===== src/hdl/dinmap_pkg.sv =====
package dinmap_pkg;

  localparam int NumInputs = 6;
  localparam int FnWidth = 5;

  // function codes of each digital input
  typedef enum logic [4:0] {
    FnNone = 5'd0,
    FnStartStop = 5'd1,
    FnStart3w = 5'd2,
    FnStop3w = 5'd3,
    FnGenEnable = 5'd4,
    FnLocRem = 5'd5,
    FnJog = 5'd6,
    FnFwdRev = 5'd7,
    FnNoExtFault = 5'd8,
    FnNoExtAlarm = 5'd9,
    FnBrake = 5'd10,
    FnReset = 5'd11,
    FnLoadUser = 5'd12,
    FnEmergency = 5'd14,
    FnThermAlarm = 5'd15,
    FnThermFault = 5'd16
  } dinmap_fn_t;

  // command source code meaning "digital inputs"
  localparam logic [2:0] CmdSrcDigital = 3'h1;
  // user memory action codes that mark a saved memory
  localparam logic [2:0] ActSaveMem1 = 3'h4;
  localparam logic [2:0] ActSaveMem2 = 3'h5;

  // thermistor thresholds in ohm, for reference by the comparator front end
  localparam int ThermTripOhm = 3900;
  localparam int ThermReleaseOhm = 1600;
  localparam int ThermShortOhm = 100;

  // register byte addresses
  localparam logic [11:0] AddrFnSel0 = 12'h000;
  localparam logic [11:0] AddrCmdCfg = 12'h018;
  localparam logic [11:0] AddrStatus = 12'h01C;
  localparam logic [11:0] AddrInputs = 12'h020;

  // reset values of the function selects
  localparam logic [4:0] RstFnSel1 = 5'h02;
  localparam logic [4:0] RstFnSel2 = 5'h03;
  localparam logic [4:0] RstFnSelOther = 5'h00;

  // command configuration field positions
  localparam int CfgLocSrcLsb = 0;
  localparam int CfgRemSrcLsb = 4;
  localparam int CfgSaved1Bit = 8;
  localparam int CfgSaved2Bit = 9;

  // bundled outputs to the starter logic
  typedef struct packed {
    logic runCmd;
    logic start3wPulse;
    logic stop3wPulse;
    logic fastStop;
    logic remoteSel;
    logic jog;
    logic fwdContactor;
    logic revContactor;
    logic extFault;
    logic extAlarm;
    logic brakeAllow;
    logic faultReset;
    logic loadUser1;
    logic loadUser2;
    logic emergencyRun;
    logic thermAlarm;
    logic thermFault;
    logic thermShort;
  } dinmap_cmd_t;

endpackage


===== src/hdl/dinmap_top.sv =====
// Decided for this implementation: the placing of the registers and the APB slave port.
`timescale 1ns/10ps
`default_nettype none

// Overview of operation
// - closed start/stop input starts, open stops
// - command source one means digital inputs
// - three-wire start fires on closing edge
// - three-wire stop fires on opening edge
// - enable open stops at once, no ramp
// - assigned enable must be closed to start
// - local/remote input open local, closed remote
// - jog active while any jog input closed
// - forward/reverse input steers two contactors
// - open no-fault input raises external fault
// - open no-alarm input shows alarm only
// - brake allowed only if all brake inputs closed
// - reset pulses once per closing edge
// - rising load edge loads saved memory one
// - falling load edge loads saved memory two
// - memory load ignored while motor enabled
// - emergency start bypasses protections and source
// - thermistor trips, releases, reports short
// - code zero only shows in input status
module dinmap_top
  import dinmap_pkg::*;
#(
  parameter int NIn = NumInputs
) (
  input wire logic clk,
  input wire logic rst_n,
  input wire logic [NIn-1:0] digitalInputN,
  input wire logic thermOverTrip,
  input wire logic thermUnderRelease,
  input wire logic thermUnderShort,
  input wire logic motorEnabled,
  input wire logic psel,
  input wire logic penable,
  input wire logic pwrite,
  input wire logic [11:0] paddr,
  input wire logic [31:0] pwdata,
  output logic [31:0] prdata,
  output logic pready,
  output logic pslverr,
  output dinmap_cmd_t cmd
);

  // synchroniser stages and the previous level for edge detection
  logic [NIn-1:0] inMeta_q;
  logic [NIn-1:0] inSync_q;
  logic [NIn-1:0] inPrev_q;
  logic [2:0] thMeta_q;
  logic [2:0] thSync_q;
  logic thTripped_q;

  // software configuration
  logic [FnWidth-1:0] fnSel_q [NIn];
  logic [2:0] locSrc_q;
  logic [2:0] remSrc_q;
  logic saved1_q;
  logic saved2_q;

  // bus answer and output registers
  logic [31:0] prdata_q;
  logic pready_q;
  logic pslverr_q;
  dinmap_cmd_t cmd_q;
  dinmap_cmd_t cmd_d;

  // decode helpers shared by the command processes
  logic remoteNow;
  logic cmdFromDi;
  logic anyEnable;
  logic enableOk;

  // bus side
  logic access;
  logic [31:0] rdMux;
  logic addrOk;

  // true when input idx is configured for function f
  function automatic logic isFn(input logic [FnWidth-1:0] sel,
                                input dinmap_fn_t f);
    isFn = (sel == FnWidth'(f));
  endfunction

  // byte address of function select register idx
  function automatic logic [11:0] fnAddr(input int idx);
    fnAddr = AddrFnSel0 + 12'(idx * 4);
  endfunction

  // closing transition, judged on synchronised levels
  function automatic logic closedEdge(input logic now, input logic was);
    closedEdge = now & !was;
  endfunction

  // opening transition, judged on synchronised levels
  function automatic logic openedEdge(input logic now, input logic was);
    openedEdge = !now & was;
  endfunction

  // true when a command source code selects the digital inputs
  function automatic logic srcIsDigital(input logic [2:0] src);
    srcIsDigital = (src == CmdSrcDigital);
  endfunction

  // two-stage synchroniser; edges are judged on the second stage only
  always_ff @(posedge clk) begin
    if (!rst_n) begin
      inMeta_q <= '0;
      inSync_q <= '0;
      inPrev_q <= '0;
    end else begin
      inMeta_q <= digitalInputN;
      inSync_q <= inMeta_q;
      inPrev_q <= inSync_q;
    end
  end

  // comparator levels are asynchronous too, so they get the same two stages
  always_ff @(posedge clk) begin
    if (!rst_n) begin
      thMeta_q <= '0;
      thSync_q <= '0;
    end else begin
      thMeta_q <= {thermUnderShort, thermUnderRelease, thermOverTrip};
      thSync_q <= thMeta_q;
    end
  end

  // thermistor hysteresis: trip above the high threshold, release only
  // inside the window; a short also reads as under release, so release
  // waits for the short comparator to drop
  always_ff @(posedge clk) begin
    if (!rst_n) begin
      thTripped_q <= 1'b0;
    end else if (thSync_q[0]) begin
      thTripped_q <= 1'b1;
    end else if (thSync_q[1] && !thSync_q[2]) begin
      thTripped_q <= 1'b0;
    end
  end

  // the one local/remote input picks the mode; local when none is assigned
  always_comb begin
    remoteNow = 1'b0;
    for (int i = 0; i < NIn; i++) begin
      // code zero and reserved codes fall through with no action
      unique case (fnSel_q[i])
        FnWidth'(FnLocRem): remoteNow = inSync_q[i];
        default: ;
      endcase
    end
  end

  // start and stop come from the inputs only when the active source
  // of the present mode is set to the digital inputs
  assign cmdFromDi = remoteNow ? srcIsDigital(remSrc_q)
                               : srcIsDigital(locSrc_q);

  // every assigned enable input must be closed; none assigned means no check
  always_comb begin
    anyEnable = 1'b0;
    enableOk = 1'b1;
    for (int i = 0; i < NIn; i++) begin
      if (isFn(fnSel_q[i], FnGenEnable)) begin
        anyEnable = 1'b1;
        enableOk = enableOk & inSync_q[i];
      end
    end
  end

  // decode every input against its selected function
  always_comb begin
    logic anyBrake;
    logic anyTherm;
    anyBrake = 1'b0;
    anyTherm = 1'b0;
    cmd_d = '0;
    cmd_d.remoteSel = remoteNow;
    cmd_d.brakeAllow = 1'b1;
    cmd_d.fwdContactor = 1'b1;
    for (int i = 0; i < NIn; i++) begin
      // several jog inputs combine as an or
      if (isFn(fnSel_q[i], FnJog)) begin
        cmd_d.jog = cmd_d.jog | inSync_q[i];
      end
      // open keeps forward; the two contactors never close together
      if (isFn(fnSel_q[i], FnFwdRev)) begin
        cmd_d.fwdContactor = !inSync_q[i];
        cmd_d.revContactor = inSync_q[i];
      end
      // fault and alarm contacts are closed in the healthy state
      if (isFn(fnSel_q[i], FnNoExtFault)) begin
        cmd_d.extFault = cmd_d.extFault | !inSync_q[i];
      end
      // the alarm only reports; nothing here stops the motor for it
      if (isFn(fnSel_q[i], FnNoExtAlarm)) begin
        cmd_d.extAlarm = cmd_d.extAlarm | !inSync_q[i];
      end
      // any one open brake input withdraws the permission at once
      if (isFn(fnSel_q[i], FnBrake)) begin
        anyBrake = 1'b1;
        cmd_d.brakeAllow = cmd_d.brakeAllow & inSync_q[i];
      end
      // edge only, so a button held closed cannot reset again
      if (isFn(fnSel_q[i], FnReset)) begin
        cmd_d.faultReset = cmd_d.faultReset |
          closedEdge(inSync_q[i], inPrev_q[i]);
      end
      // emergency run ignores source, enable and protections alike
      if (isFn(fnSel_q[i], FnEmergency)) begin
        cmd_d.emergencyRun = inSync_q[i];
      end
      // a load needs the matching saved flag and a motor not enabled
      if (isFn(fnSel_q[i], FnLoadUser) && !motorEnabled) begin
        cmd_d.loadUser1 = cmd_d.loadUser1 |
          (closedEdge(inSync_q[i], inPrev_q[i]) & saved1_q);
        cmd_d.loadUser2 = cmd_d.loadUser2 |
          (openedEdge(inSync_q[i], inPrev_q[i]) & saved2_q);
      end
      // start commands need a digital source and every enable closed
      if (cmdFromDi && enableOk && isFn(fnSel_q[i], FnStartStop)) begin
        cmd_d.runCmd = inSync_q[i];
      end
      if (cmdFromDi && enableOk && isFn(fnSel_q[i], FnStart3w)) begin
        cmd_d.start3wPulse = cmd_d.start3wPulse |
          closedEdge(inSync_q[i], inPrev_q[i]);
      end
      // a stop is never held back by the enable inputs
      if (cmdFromDi && isFn(fnSel_q[i], FnStop3w)) begin
        cmd_d.stop3wPulse = cmd_d.stop3wPulse |
          openedEdge(inSync_q[i], inPrev_q[i]);
      end
    end
    // no brake input assigned means no braking permission
    if (!anyBrake) begin
      cmd_d.brakeAllow = 1'b0;
    end
    cmd_d.fastStop = anyEnable & !enableOk;
    // last input doubles as the thermistor channel
    anyTherm = isFn(fnSel_q[NIn-1], FnThermAlarm) ||
               isFn(fnSel_q[NIn-1], FnThermFault);
    if (anyTherm) begin
      cmd_d.thermShort = thSync_q[2];
      if (isFn(fnSel_q[NIn-1], FnThermFault)) begin
        cmd_d.thermFault = thTripped_q;
      end else begin
        cmd_d.thermAlarm = thTripped_q;
      end
    end
  end

  // outputs come straight from flip-flops, one cycle after decode
  // the extra stage keeps decode glitches off the starter's wires
  always_ff @(posedge clk) begin
    if (!rst_n) begin
      cmd_q <= '0;
    end else begin
      cmd_q <= cmd_d;
    end
  end
  assign cmd = cmd_q;

  // apb: every access answers in its first access cycle
  // a write lands at the edge that ends that cycle
  assign access = psel && penable;

  always_comb begin
    rdMux = '0;
    addrOk = 1'b0;
    // one word per function select, upper bits read zero
    for (int i = 0; i < NIn; i++) begin
      if (paddr == fnAddr(i)) begin
        rdMux = 32'(fnSel_q[i]);
        addrOk = 1'b1;
      end
    end
    // command sources and saved flags share one word
    if (paddr == AddrCmdCfg) begin
      addrOk = 1'b1;
      rdMux[CfgLocSrcLsb +: 3] = locSrc_q;
      rdMux[CfgRemSrcLsb +: 3] = remSrc_q;
      rdMux[CfgSaved1Bit] = saved1_q;
      rdMux[CfgSaved2Bit] = saved2_q;
    end
    // the registered command word, as the starter sees it
    if (paddr == AddrStatus) begin
      addrOk = 1'b1;
      rdMux = 32'(cmd_q);
    end
    // every synchronised level shows here, whatever its function
    if (paddr == AddrInputs) begin
      addrOk = 1'b1;
      rdMux = 32'(inSync_q); // status shows every level
    end
  end

  // ready answers every setup cycle: zero wait states, one cycle high
  // a master that skips the setup cycle gets no answer at all
  always_ff @(posedge clk) begin
    if (!rst_n) begin
      pready_q <= 1'b0;
    end else begin
      pready_q <= psel && !penable;
    end
  end

  // unmapped addresses answer with an error alongside ready
  // a write there changes nothing, a read there returns zero
  always_ff @(posedge clk) begin
    if (!rst_n) begin
      pslverr_q <= 1'b0;
    end else begin
      pslverr_q <= psel && !penable && !addrOk;
    end
  end

  // read data is taken from the mux during setup
  // zero between reads keeps stale words off the bus
  always_ff @(posedge clk) begin
    if (!rst_n) begin
      prdata_q <= '0;
    end else begin
      prdata_q <= (psel && !penable && !pwrite) ? rdMux : '0;
    end
  end
  assign pready = pready_q;
  assign pslverr = pslverr_q;
  assign prdata = prdata_q;

  // function selects; writes land with pready high
  // software must keep single-use functions on one input only
  always_ff @(posedge clk) begin
    if (!rst_n) begin
      for (int i = 0; i < NIn; i++) begin
        fnSel_q[i] <= (i == 0) ? RstFnSel1 :
                      (i == 1) ? RstFnSel2 : RstFnSelOther;
      end
    end else if (access && pready_q && pwrite) begin
      for (int i = 0; i < NIn; i++) begin
        if (paddr == fnAddr(i)) begin
          fnSel_q[i] <= pwdata[FnWidth-1:0];
        end
      end
    end
  end

  // command sources; reset leaves remote on the digital inputs
  // and local on the keypad
  always_ff @(posedge clk) begin
    if (!rst_n) begin
      locSrc_q <= '0;
      remSrc_q <= CmdSrcDigital;
    end else if (access && pready_q && pwrite && paddr == AddrCmdCfg) begin
      locSrc_q <= pwdata[CfgLocSrcLsb +: 3];
      remSrc_q <= pwdata[CfgRemSrcLsb +: 3];
    end
  end

  // saved flags stand for memory saves done by action codes four and five;
  // a limitation: nothing here checks that a save really took place
  always_ff @(posedge clk) begin
    if (!rst_n) begin
      saved1_q <= 1'b0;
      saved2_q <= 1'b0;
    end else if (access && pready_q && pwrite && paddr == AddrCmdCfg) begin
      saved1_q <= pwdata[CfgSaved1Bit];
      saved2_q <= pwdata[CfgSaved2Bit];
    end
  end

endmodule // dinmap_top

`default_nettype wire


===== config.mk =====
export PLATFORM = sky130hd
export DESIGN_NAME = dinmap_top
export DESIGN_NICKNAME = d
export VERILOG_FILES = /design/src/hdl/dinmap_pkg.sv /design/src/hdl/dinmap_top.sv
export SDC_FILE = /design/constraint.sdc
export NUM_CORES = 1
export LEC_CHECK = 0
export BUFFER_PORTS_ARGS = -buffer_cell sky130_fd_sc_hd__buf_2
export CAP_MARGIN = 0
export CELL_PAD_IN_SITES_DETAIL_PLACEMENT = 0
export CELL_PAD_IN_SITES_GLOBAL_PLACEMENT = 1
export CORE_ASPECT_RATIO = 0.5
export CORE_UTILIZATION = 28
export CTS_CLUSTER_DIAMETER = 50
export DETAILED_ROUTE_END_ITERATION = 10
export PLACE_DENSITY_LB_ADDON = 0.05
export SKIP_LAST_GASP = 1
export SLEW_MARGIN = 20
export SYNTH_ARGS = -nofsm -noshare
export SYNTH_HDL_FRONTEND = slang
export SYNTH_SLANG_ARGS = --single-unit

===== constraint.sdc =====
create_clock -name clk -period 2.79 [get_ports clk]
set_input_delay 0.279 -clock clk [delete_from_list [all_inputs] [get_ports clk]]
set_output_delay 0.279 -clock clk [all_outputs]
set_load 0.01 [all_outputs]

==> results.ini, run 1 <==
[global_route]
grt_max_degree=25
grt_pass1_wl_um=28400
antenna_found_initial=2
overflow=0
grtUsageTotal=0.204
grt_pass1_vias=4248

[clock_tree]
postCtsHoldBufs=0
cts_buffer_depth=2
htreeDepth=3
cts_tree=done
insertion_delay_ns=0.36
clock-sinks=101
post_cts_buffers=0
clk_pin_slew_worst_paths_ns=0.06
cts_made_buffers=9
cts-root-buf=clkbuf_16
cts_resized=0

[detailed_routing]
viasPerCell=5.33
ant_nets=0
drc=0
drt-total-wl_um=19200
drt_iter0_markers=456
avgRoutedWirePerCell_um=22.4
dr_total_vias=4572
firstDrtPassIters=5

[final_layout]
drive_gt1_frac=0.223
areaGrowthSynthToFinish_pct=17.2
fin_nets=677
final_common_cell=buf_2
antennaDiodeCount=0
mostFrequentLayoutCells=73 x buf_2, 71 x dfxtp_1, 48 x nor2_1

[setup_path]
crit_path_cell_trace=nor4b_1 > nand2_1 > and3_1 > a211oi_1 > a211oi_1
slowest_delay_ns=0.70
critical_path_required_ns=3.01
startpoint_type=register
crit_family=simple AND/OR/NAND/NOR gates
critical_path.max_fanout=9
crit_slowest_cell=nor4b_1
cp_common_cell=a211oi_1
crit_type=reg -> reg
crit_buf_inv=0
cp.arrival_ns=2.44
critPathCaptureType=register

[sta]
fin_crit_sh=0.796
hold_violations=0
finalSetupViolations=0
rsz0062_at_grt=false
skew_ns=0.0107
worst_pin_slew_ns=0.698
final.setup.worst_slack_ns=0.569
fin_hold_ws_ns=0.128
final.min_clock_period_ns=2.22
drv_slew=0
fmax_ghz=0.450
maxSlewHeadroom=0.528
tns_ns=0

[yosys]
mappedNetlistArea_um2=5220
ys.flop_type=dfxtp_1
synth_edf_count=30
seq_area_frac_synth=0.445
async_flop_share=0
yosysUniqueCellTypes=70
ys_warn_count=0
avgSynthCellArea_um2=9.63
ys_ff_latch=101
syn_inst=542

[power]
switching_power_uw=754
p_clk_frac=0.406
p_seq_frac=0.514
power_frac_comb=0.080
leakagePower_uw=0.00229
power.density_nw_per_um2=503
swShare=0.245
p_int_uw=2320
ir_drop_uv=278

[placed_design]
dp_slack_ns=0.263
gp_congestion=0.875
place_hpwl_um=14900
portBuffers=73

[worst_hold_path]
hold_path.class=in -> reg

[run_status]
outcome=complete, no violations

[floorplanning]
dieArea_um2=19200
die_w_um=195
std_cell_rows=34
die_h_um=98.6
start_util=0.293
coreArea_um2=17800
ios=111

[run]
maxCapViolations=0

-- synthesized netlist by cell type, types with 3 or more instances --
master    count  area share
nor3b_1       8       0.012
and3_1        8      0.0096
o32ai_1       6       0.010
nand3b_1      4      0.0058
mux2i_1      12       0.023
clkbuf_1     20       0.014
mux4_2        6       0.026
o211ai_1      3      0.0043
or4_1         3      0.0043
a41oi_1       5      0.0084
nand2b_1     16       0.019
nor4b_1       6       0.010
nor4_1        8      0.0096
a211oi_1      5      0.0072
or2_2         3      0.0036
nand3_1      14       0.013
edfxtp_1     30        0.17
nor3_1       33       0.032
a222oi_1      3      0.0058
nor2_1       48       0.035
buf_4        16       0.023
or3_1         3      0.0036
nand2_1      31       0.022
and2_1       35       0.042
inv_1        14       0.010
dfxtp_1      71        0.27
buf_2         7      0.0067
o21ai_0       4      0.0038
a31oi_1       7      0.0084
a21oi_1      11       0.011
nand4b_1      8       0.013
mux2_2        5       0.011
nand4_1      13       0.016
nand3_4       3       0.010
o41ai_1       3      0.0050
nor2b_1      16       0.019
a22oi_1      10       0.014
-- metal layers --
metal,track usage,part of all wire
met3,0.0431,0.073
met4,0.0460,0.011
met5,0,0
met1,0.321,0.52
met2,0.276,0.39
-- logic make-up (layout without fill, tap and decap cells) --
kind of cell           after synthesis  count (layout)  synth area share
other                                1              14          0.000718
flip-flops                         101             101             0.445
AO/OA/AOI/OAI                       79              79             0.118
AND/OR/NAND/NOR                    278             278             0.315
buffers and inverters               60             128            0.0623
multiplexers                        23              23            0.0597
-- registers in the layout, indices dropped and copies added, names as in the netlist --
name / flops
fnSel_q: 30
cmd: 18
prdata: 18
inMeta_q: 6
inPrev_q: 6
inSync_q: 6
locSrc_q: 3
remSrc_q: 3
thMeta_q: 3
thSync_q: 3
pready: 1
pslverr: 1
saved1_q: 1
saved2_q: 1
thTripped_q: 1
-- final cells by class --
cell class,count,area [um^2]
Clock buffer,13,240
Clock inverter,3,37.5
Fill cell,1890,11700
Inverter,14,52.6
Multi-Input combinational cell,394,2620
Sequential cell,101,2320
Tap cell,234,293
Timing Repair Buffer,98,553
-- metrics by stage --
stage          utilization  power [uW]  instance area [um^2]  cells
4_1_cts              0.343        3120                  6120    857
3_3_place_gp         0.328        1860                  5840    841
6_report             0.343        3080                  6120    857
3_5_place_dp         0.328        1860                  5840    841
5_1_grt              0.343        3210                  6120    857
2_1_floorplan            -        1760                  5270    555
-- power groups by stage --
stage | Sequential, uW | Clock [uW] | Combinational [uW]
after floorplan | 1590 | 0 | 163
after global placement | 1610 | 0 | 247
after detailed placement | 1610 | 0 | 247
after CTS | 1580 | 1300 | 247
after global routing | 1590 | 1350 | 269
final | 1580 | 1250 | 246
-- worst reg2reg max path, stage by stage, from the launching register on --
cell	delay, ns
edfxtp_1	0.55
nor4b_1	0.70
nand2_1	0.11
and3_1	0.22
a211oi_1	0.42
a211oi_1	0.10
-- path summary, 6_finish.rpt --
| kind | start | to | slack (ns) | cells past startpoint |
|---|---|---|---|---|
| max | fnSel_q[3][3]$_SDFFCE_PN0P_ | cmd[16]$_SDFF_PN0_ | 0.57 | 5 |
| min reg2reg | inMeta_q[1]$_SDFF_PN0_ | inSync_q[1]$_SDFF_PN0_ | 0.43 | 1 |
| min | thermOverTrip | thMeta_q[0]$_SDFF_PN0_ | 0.13 | 2 |
| max reg2reg | fnSel_q[3][3]$_SDFFCE_PN0P_ | cmd[16]$_SDFF_PN0_ | 0.57 | 5 |
(Power assumes the default switching activity.)
==> inputs of run 2 (changes only) <==
- ABC_AREA: unset -> 1
- clock period: 2.79 -> 2.1 ns (I/O delays scaled with it)
==> results.ini, run 2 <==
[global_route]
grt_pass1_vias=4885
grtUsageTotal=0.219
overflow=0
antenna_found_initial=0
grt_pass1_wl_um=30800
grt_max_degree=29

[clock_tree]
cts_resized=0
clk_pin_slew_worst_paths_ns=0.07
post_cts_buffers=0
cts_buffer_depth=2
htreeDepth=3
cts_tree=done
postCtsHoldBufs=0
cts-root-buf=clkbuf_16
clock-sinks=101
cts_made_buffers=9
insertion_delay_ns=0.35

[floorplanning]
die_h_um=99.0
dieArea_um2=19400
coreArea_um2=18400
start_util=0.286
ios=111
die_w_um=196
std_cell_rows=35

[worst_hold_path]
whs_endpoint=thMeta_q[1]$_SDFF_PN0_
hp-start=thermUnderRelease
worstHoldPathCells=3
hold_path.class=in -> reg

[sta]
fin_crit_sh=1.00
maxSlewHeadroom=0.641
finalSetupViolations=1
rsz0062_at_grt=false
hold_violations=0
final.min_clock_period_ns=2.11
tns_ns=-0.00784
skew_ns=0.00840
drv_slew=0
fmax_ghz=0.474
worst_pin_slew_ns=0.534
final.setup.worst_slack_ns=-0.00784

[placed_design]
gp_congestion=0.907
portBuffers=73
dpl.cell_count=1066
place_hpwl_um=16800
dp_slack_ns=0.131

[detailed_routing]
dr_total_vias=5114
drt_iter0_markers=450
viasPerCell=4.73
firstDrtPassIters=5
drc=0
ant_nets=0
drt-total-wl_um=20400
avgRoutedWirePerCell_um=18.8

[power]
finalPower_uw=4130
power.density_nw_per_um2=647
ir_drop_uv=372
leakagePower_uw=0.00299

[setup_path]
critical_path_required_ns=2.40
crit_slowest_cell=nor3_1
startpoint_type=register
reg2reg_from=fnSel_q[2][3]$_SDFFCE_PN0P_
crit_path_cell_trace=inv_1 > nor3_1 > nand3_1 > o21ai_0 > nor3_1 > a311oi_1 > buf_4
crit_buf_inv=2
critPathCaptureType=register
rrSetupSlack_ns=-0.008
cp.arrival_ns=2.41
rr_worst_depth=7
crit_type=reg -> reg
slowest_delay_ns=0.42
r2r_end=cmd[5]$_SDFF_PN0_
critical_path.max_fanout=4
crit_family=simple AND/OR/NAND/NOR gates
cp_common_cell=nor3_1

[yosys]
synth.top_cells.by_count=133 x nand2_1, 125 x inv_1, 94 x nor2_1
syn_inst=730
post-synth-top-count-cell=nand2_1
avgSynthCellArea_um2=7.21
seq_area_frac_synth=0.441
yosysUniqueCellTypes=41
ys_ff_latch=101
mappedNetlistArea_um2=5260
yosys.area.top_type=dfxtp_1
synth.area.top_cells=dfxtp_1 27%, edfxtp_1 17%, nand2_1 9.5%
ys.flop_type=dfxtp_1
ys_warn_count=0
yosysTopAreaCellShare=0.270
synth_edf_count=30
async_flop_share=0

[run]
maxCapViolations=0

[run_status]
violations=setup timing
outcome=finished, violations left

[final_layout]
final_util=0.348
final_common_cell=nand2_1
antennaDiodeCount=0
largest_reg_flops=30
fin_nets=896
drive_gt1_frac=0.191
regMostFlops=fnSel_q
mostFrequentLayoutCells=133 x nand2_1, 125 x inv_1, 94 x nor2_1
fin_cells=1082
areaGrowthSynthToFinish_pct=21.4

## run 2: cell types whose count changed after synthesis, moves of 13 or more
cell,previous run,this run
nand2_1,31,133
nor2_1,48,94
nor2b_1,16,0
nor3_1,33,20
o21ai_0,4,25
inv_1,14,125
nand3_1,14,56
nand2b_1,16,0
a21oi_1,11,31
clkbuf_1,20,7
and2_1,35,0
nand4_1,13,26
## run 2: kinds of logic after synthesis
| family | after synthesis | share of synthesized area |
|---|---|---|
| AO/OA/AOI/OAI | 95 | 0.107 |
| buffers and inverters | 167 | 0.132 |
| flip-flops | 101 | 0.441 |
| other | 1 | 0.000712 |
| AND/OR/NAND/NOR | 366 | 0.319 |
## run 2: per-layer routing
layer | up-vias | part of all wire | GRT usage
met3 | 16 | 0.081 | 0.0548
met2 | 188 | 0.36 | 0.293
met5 | - | 0 | 0
li1 | 2561 | - | -
met1 | 2349 | 0.54 | 0.344
met4 | 0 | 0.011 | 0.0445
## run 2: where the power goes
group / switching (uW) / internal, uW / total (uW)
clock network: 785 / 941 / 1730
registers: 38.3 / 2040 / 2080
logic: 225 / 99.4 / 324
## run 2: final cells by class
type | count | area [um^2]
fillers | 2029 | 12000
multi-input cells | 475 | 2300
clock buffers | 9 | 225
well taps | 240 | 300
repair buffers | 109 | 636
clock inverters | 7 | 81.3
flip-flops and latches | 101 | 2320
inverters | 141 | 529
## run 2: tightest hold or removal path, stage by stage
cell and delay, ns:
buf_2 0.07, nand2_1 0.04, inv_1 0.04
## run 2: metrics by stage
step	hold WS, ns	instance area (um^2)
CTS	0.0160	6390
finish	0.0315	6390
global route	0.0268	6390
detailed placement	0.393	6080
global placement	0.394	6080
floorplan	0.308	5310
## run 2: how the worst max path moves through the flow
stage / from / slack [ns] / cells past startpoint / end
final: fnSel_q[2][3]$_SDFFCE_PN0P_ / -0.008 / 7 / cmd[5]$_SDFF_PN0_
after global routing: fnSel_q[0][4]$_SDFFCE_PN0P_ / 0.05 / 6 / cmd[5]$_SDFF_PN0_
after CTS: fnSel_q[2][3]$_SDFFCE_PN0P_ / 0.12 / 7 / cmd[5]$_SDFF_PN0_
after detailed placement: fnSel_q[2][3]$_SDFFCE_PN0P_ / 0.13 / 7 / cmd[5]$_SDFF_PN0_
after global placement: fnSel_q[2][3]$_SDFFCE_PN0P_ / 0.14 / 7 / cmd[5]$_SDFF_PN0_
after floorplan: paddr[9] / 0.39 / 7 / fnSel_q[5][0]$_SDFFCE_PN0P_
==> inputs of run 3 (changes only) <==
--- a/config.mk
+++ b/config.mk
@@ -12,4 +12,5 @@
 export CELL_PAD_IN_SITES_GLOBAL_PLACEMENT = 1
 export CORE_ASPECT_RATIO = 0.5
+export CORE_MARGIN = 1
 export CORE_UTILIZATION = 28
 export CTS_CLUSTER_DIAMETER = 50
==> constraint.sdc (replaced) <==
create_clock -name clk -period 2.1 [get_ports clk]
set_input_delay 0.42 -clock clk [delete_from_list [all_inputs] [get_ports clk]]
set_output_delay 0.42 -clock clk [all_outputs]
set_load 0.01 [all_outputs]
==> results.ini, run 3 (same netlist as run 2, synthesis figures left out) <==
[run_status]
outcome=complete, no violations

[clock_tree]
clock-sinks=101
postCtsHoldBufs=0
cts_made_buffers=9
insertion_delay_ns=0.36
cts-root-buf=clkbuf_16
post_cts_buffers=0
cts_tree=done
cts_buffer_depth=2
clk_pin_slew_worst_paths_ns=0.08
htreeDepth=3

[setup_path]
crit_slowest_cell=edfxtp_1
cp_common_cell=nor3_1
rr_worst_depth=5
r2r_end=cmd[5]$_SDFF_PN0_
startpoint_type=register
critical_path.max_fanout=5
reg2reg_from=fnSel_q[0][0]$_SDFFCE_PN0P_
crit_type=reg -> reg
slowest_delay_ns=0.48
endpoint=cmd[5]$_SDFF_PN0_
rrSetupSlack_ns=0.09
cp.arrival_ns=2.23
setup.worst_path.start=fnSel_q[0][0]$_SDFFCE_PN0P_
critical_path_required_ns=2.31
critPathCaptureType=register
crit_path_cell_trace=nor3_1 > nand3_1 > nor3_1 > nor3_1 > a311oi_1

[placed_design]
dp_slack_ns=-0.0161
gp_congestion=0.915
place_hpwl_um=16800
postPlaceCellArea_um2=6210
portBuffers=73

[final_layout]
areaGrowthSynthToFinish_pct=24.3
drive_gt1_frac=0.211
fin_nets=911
stdcell_area_um2=6540
antennaDiodeCount=0
mostFrequentLayoutCells=133 x nand2_1, 125 x inv_1, 93 x nor2_1
final_util=0.356
final_common_cell=nand2_1
largest_reg_flops=30
regMostFlops=fnSel_q

[floorplanning]
coreArea_um2=18400
dieArea_um2=19400
start_util=0.286
ios=111
die_w_um=196
std_cell_rows=35
die_h_um=99.0

[detailed_routing]
dr_total_vias=5140
drt_iter0_markers=420
ant_nets=0
avgRoutedWirePerCell_um=18.4
viasPerCell=4.69
drc=0
drt-total-wl_um=20200
firstDrtPassIters=5

[global_route]
overflow=0
grtUsageTotal=0.217
grt_pass1_wl_um=30300
antenna_found_initial=0
grt_pass1_vias=4910
grt_max_degree=39

[sta]
rsz0062_at_grt=true
skew_ns=0.00857
fmax_ghz=0.497
hold_violations=0
drv_slew=0
maxSlewHeadroom=0.609
fin_hold_ws_ns=0.234
worst_pin_slew_ns=0.582
fin_crit_sh=0.959
final.min_clock_period_ns=2.01
final.setup.worst_slack_ns=0.0861
finalSetupViolations=0

[power]
swShare=0.255
p_seq_frac=0.500
power_frac_comb=0.081
p_clk_frac=0.419
leakagePower_uw=0.00308
p_int_uw=3090
ir_drop_uv=356
power.density_nw_per_um2=635
switching_power_uw=1060

[run]
maxCapViolations=0

[worst_hold_path]
hold_path.class=in -> reg

run 3: cell count changes in the layout (fill, tap and decap cells not counted), moves of 2 or more:
cell / delta
buf_4: +14
nor3_1: -2
nor3_2: +2
nor4_1: -2
nor4_2: +2
run 3: through the flow:
step,instances,TNS [ns],power (uW)
5_1_grt,1097,-0.0150,4320
3_3_place_gp,1081,-0.00981,2450
4_1_cts,1097,0,4200
2_1_floorplan,743,0,2300
3_5_place_dp,1081,-0.0575,2450
6_report,1097,0,4150
run 3: power groups by stage:
stage               combinational, uW  sequential, uW  clock, uW
global route                      370            2080       1870
detailed placement                328            2120          0
finish                            336            2080       1740
CTS                               330            2080       1790
floorplan                         187            2120          0
global placement                  329            2120          0
run 3: worst min path at each step:
stage	to	cells after the start	startpoint	slack, ns
4_1_cts	thMeta_q[1]$_SDFF_PN0_	3	thermUnderRelease	0.22
3_5_place_dp	inSync_q[2]$_SDFF_PN0_	2	inMeta_q[2]$_SDFF_PN0_	0.40
3_3_place_gp	thSync_q[1]$_SDFF_PN0_	2	thMeta_q[1]$_SDFF_PN0_	0.40
6_report	thMeta_q[2]$_SDFF_PN0_	3	thermUnderShort	0.23
2_1_floorplan	inSync_q[0]$_SDFF_PN0_	2	inMeta_q[0]$_SDFF_PN0_	0.39
5_1_grt	thMeta_q[1]$_SDFF_PN0_	3	thermUnderRelease	0.23
run 3: area by class of cell:
type,instances,area [um^2]
Fill cell,2028,11900
Multi-Input combinational cell,475,2320
Sequential cell,101,2320
Timing Repair Buffer,124,761
Inverter,141,529
Tap cell,240,300
Clock buffer,9,225
Clock inverter,7,81.3
run 3: repair_timing:
| item | 4_1_cts | 5_1_grt |
|---|---|---|
| gates resized for setup | 1 | 6 |
| pin swaps | 0 | 1 |
| setup endpoints to repair | 1 | 3 |
run 3: worst max-delay path, delay by kind of cell, from the launching register on:
family	cells	cell delay, ns
compound gates	1	0.41
flops	1	0.48
simple gates	4	0.97
run 3: layer usage:
layer  vias up  wire, um  GRT usage
met5         -         0          0
met4         0       153     0.0343
met2       218      7340      0.289
met1      2309     10600      0.338
met3        17      2090     0.0674
li1       2596         -          -
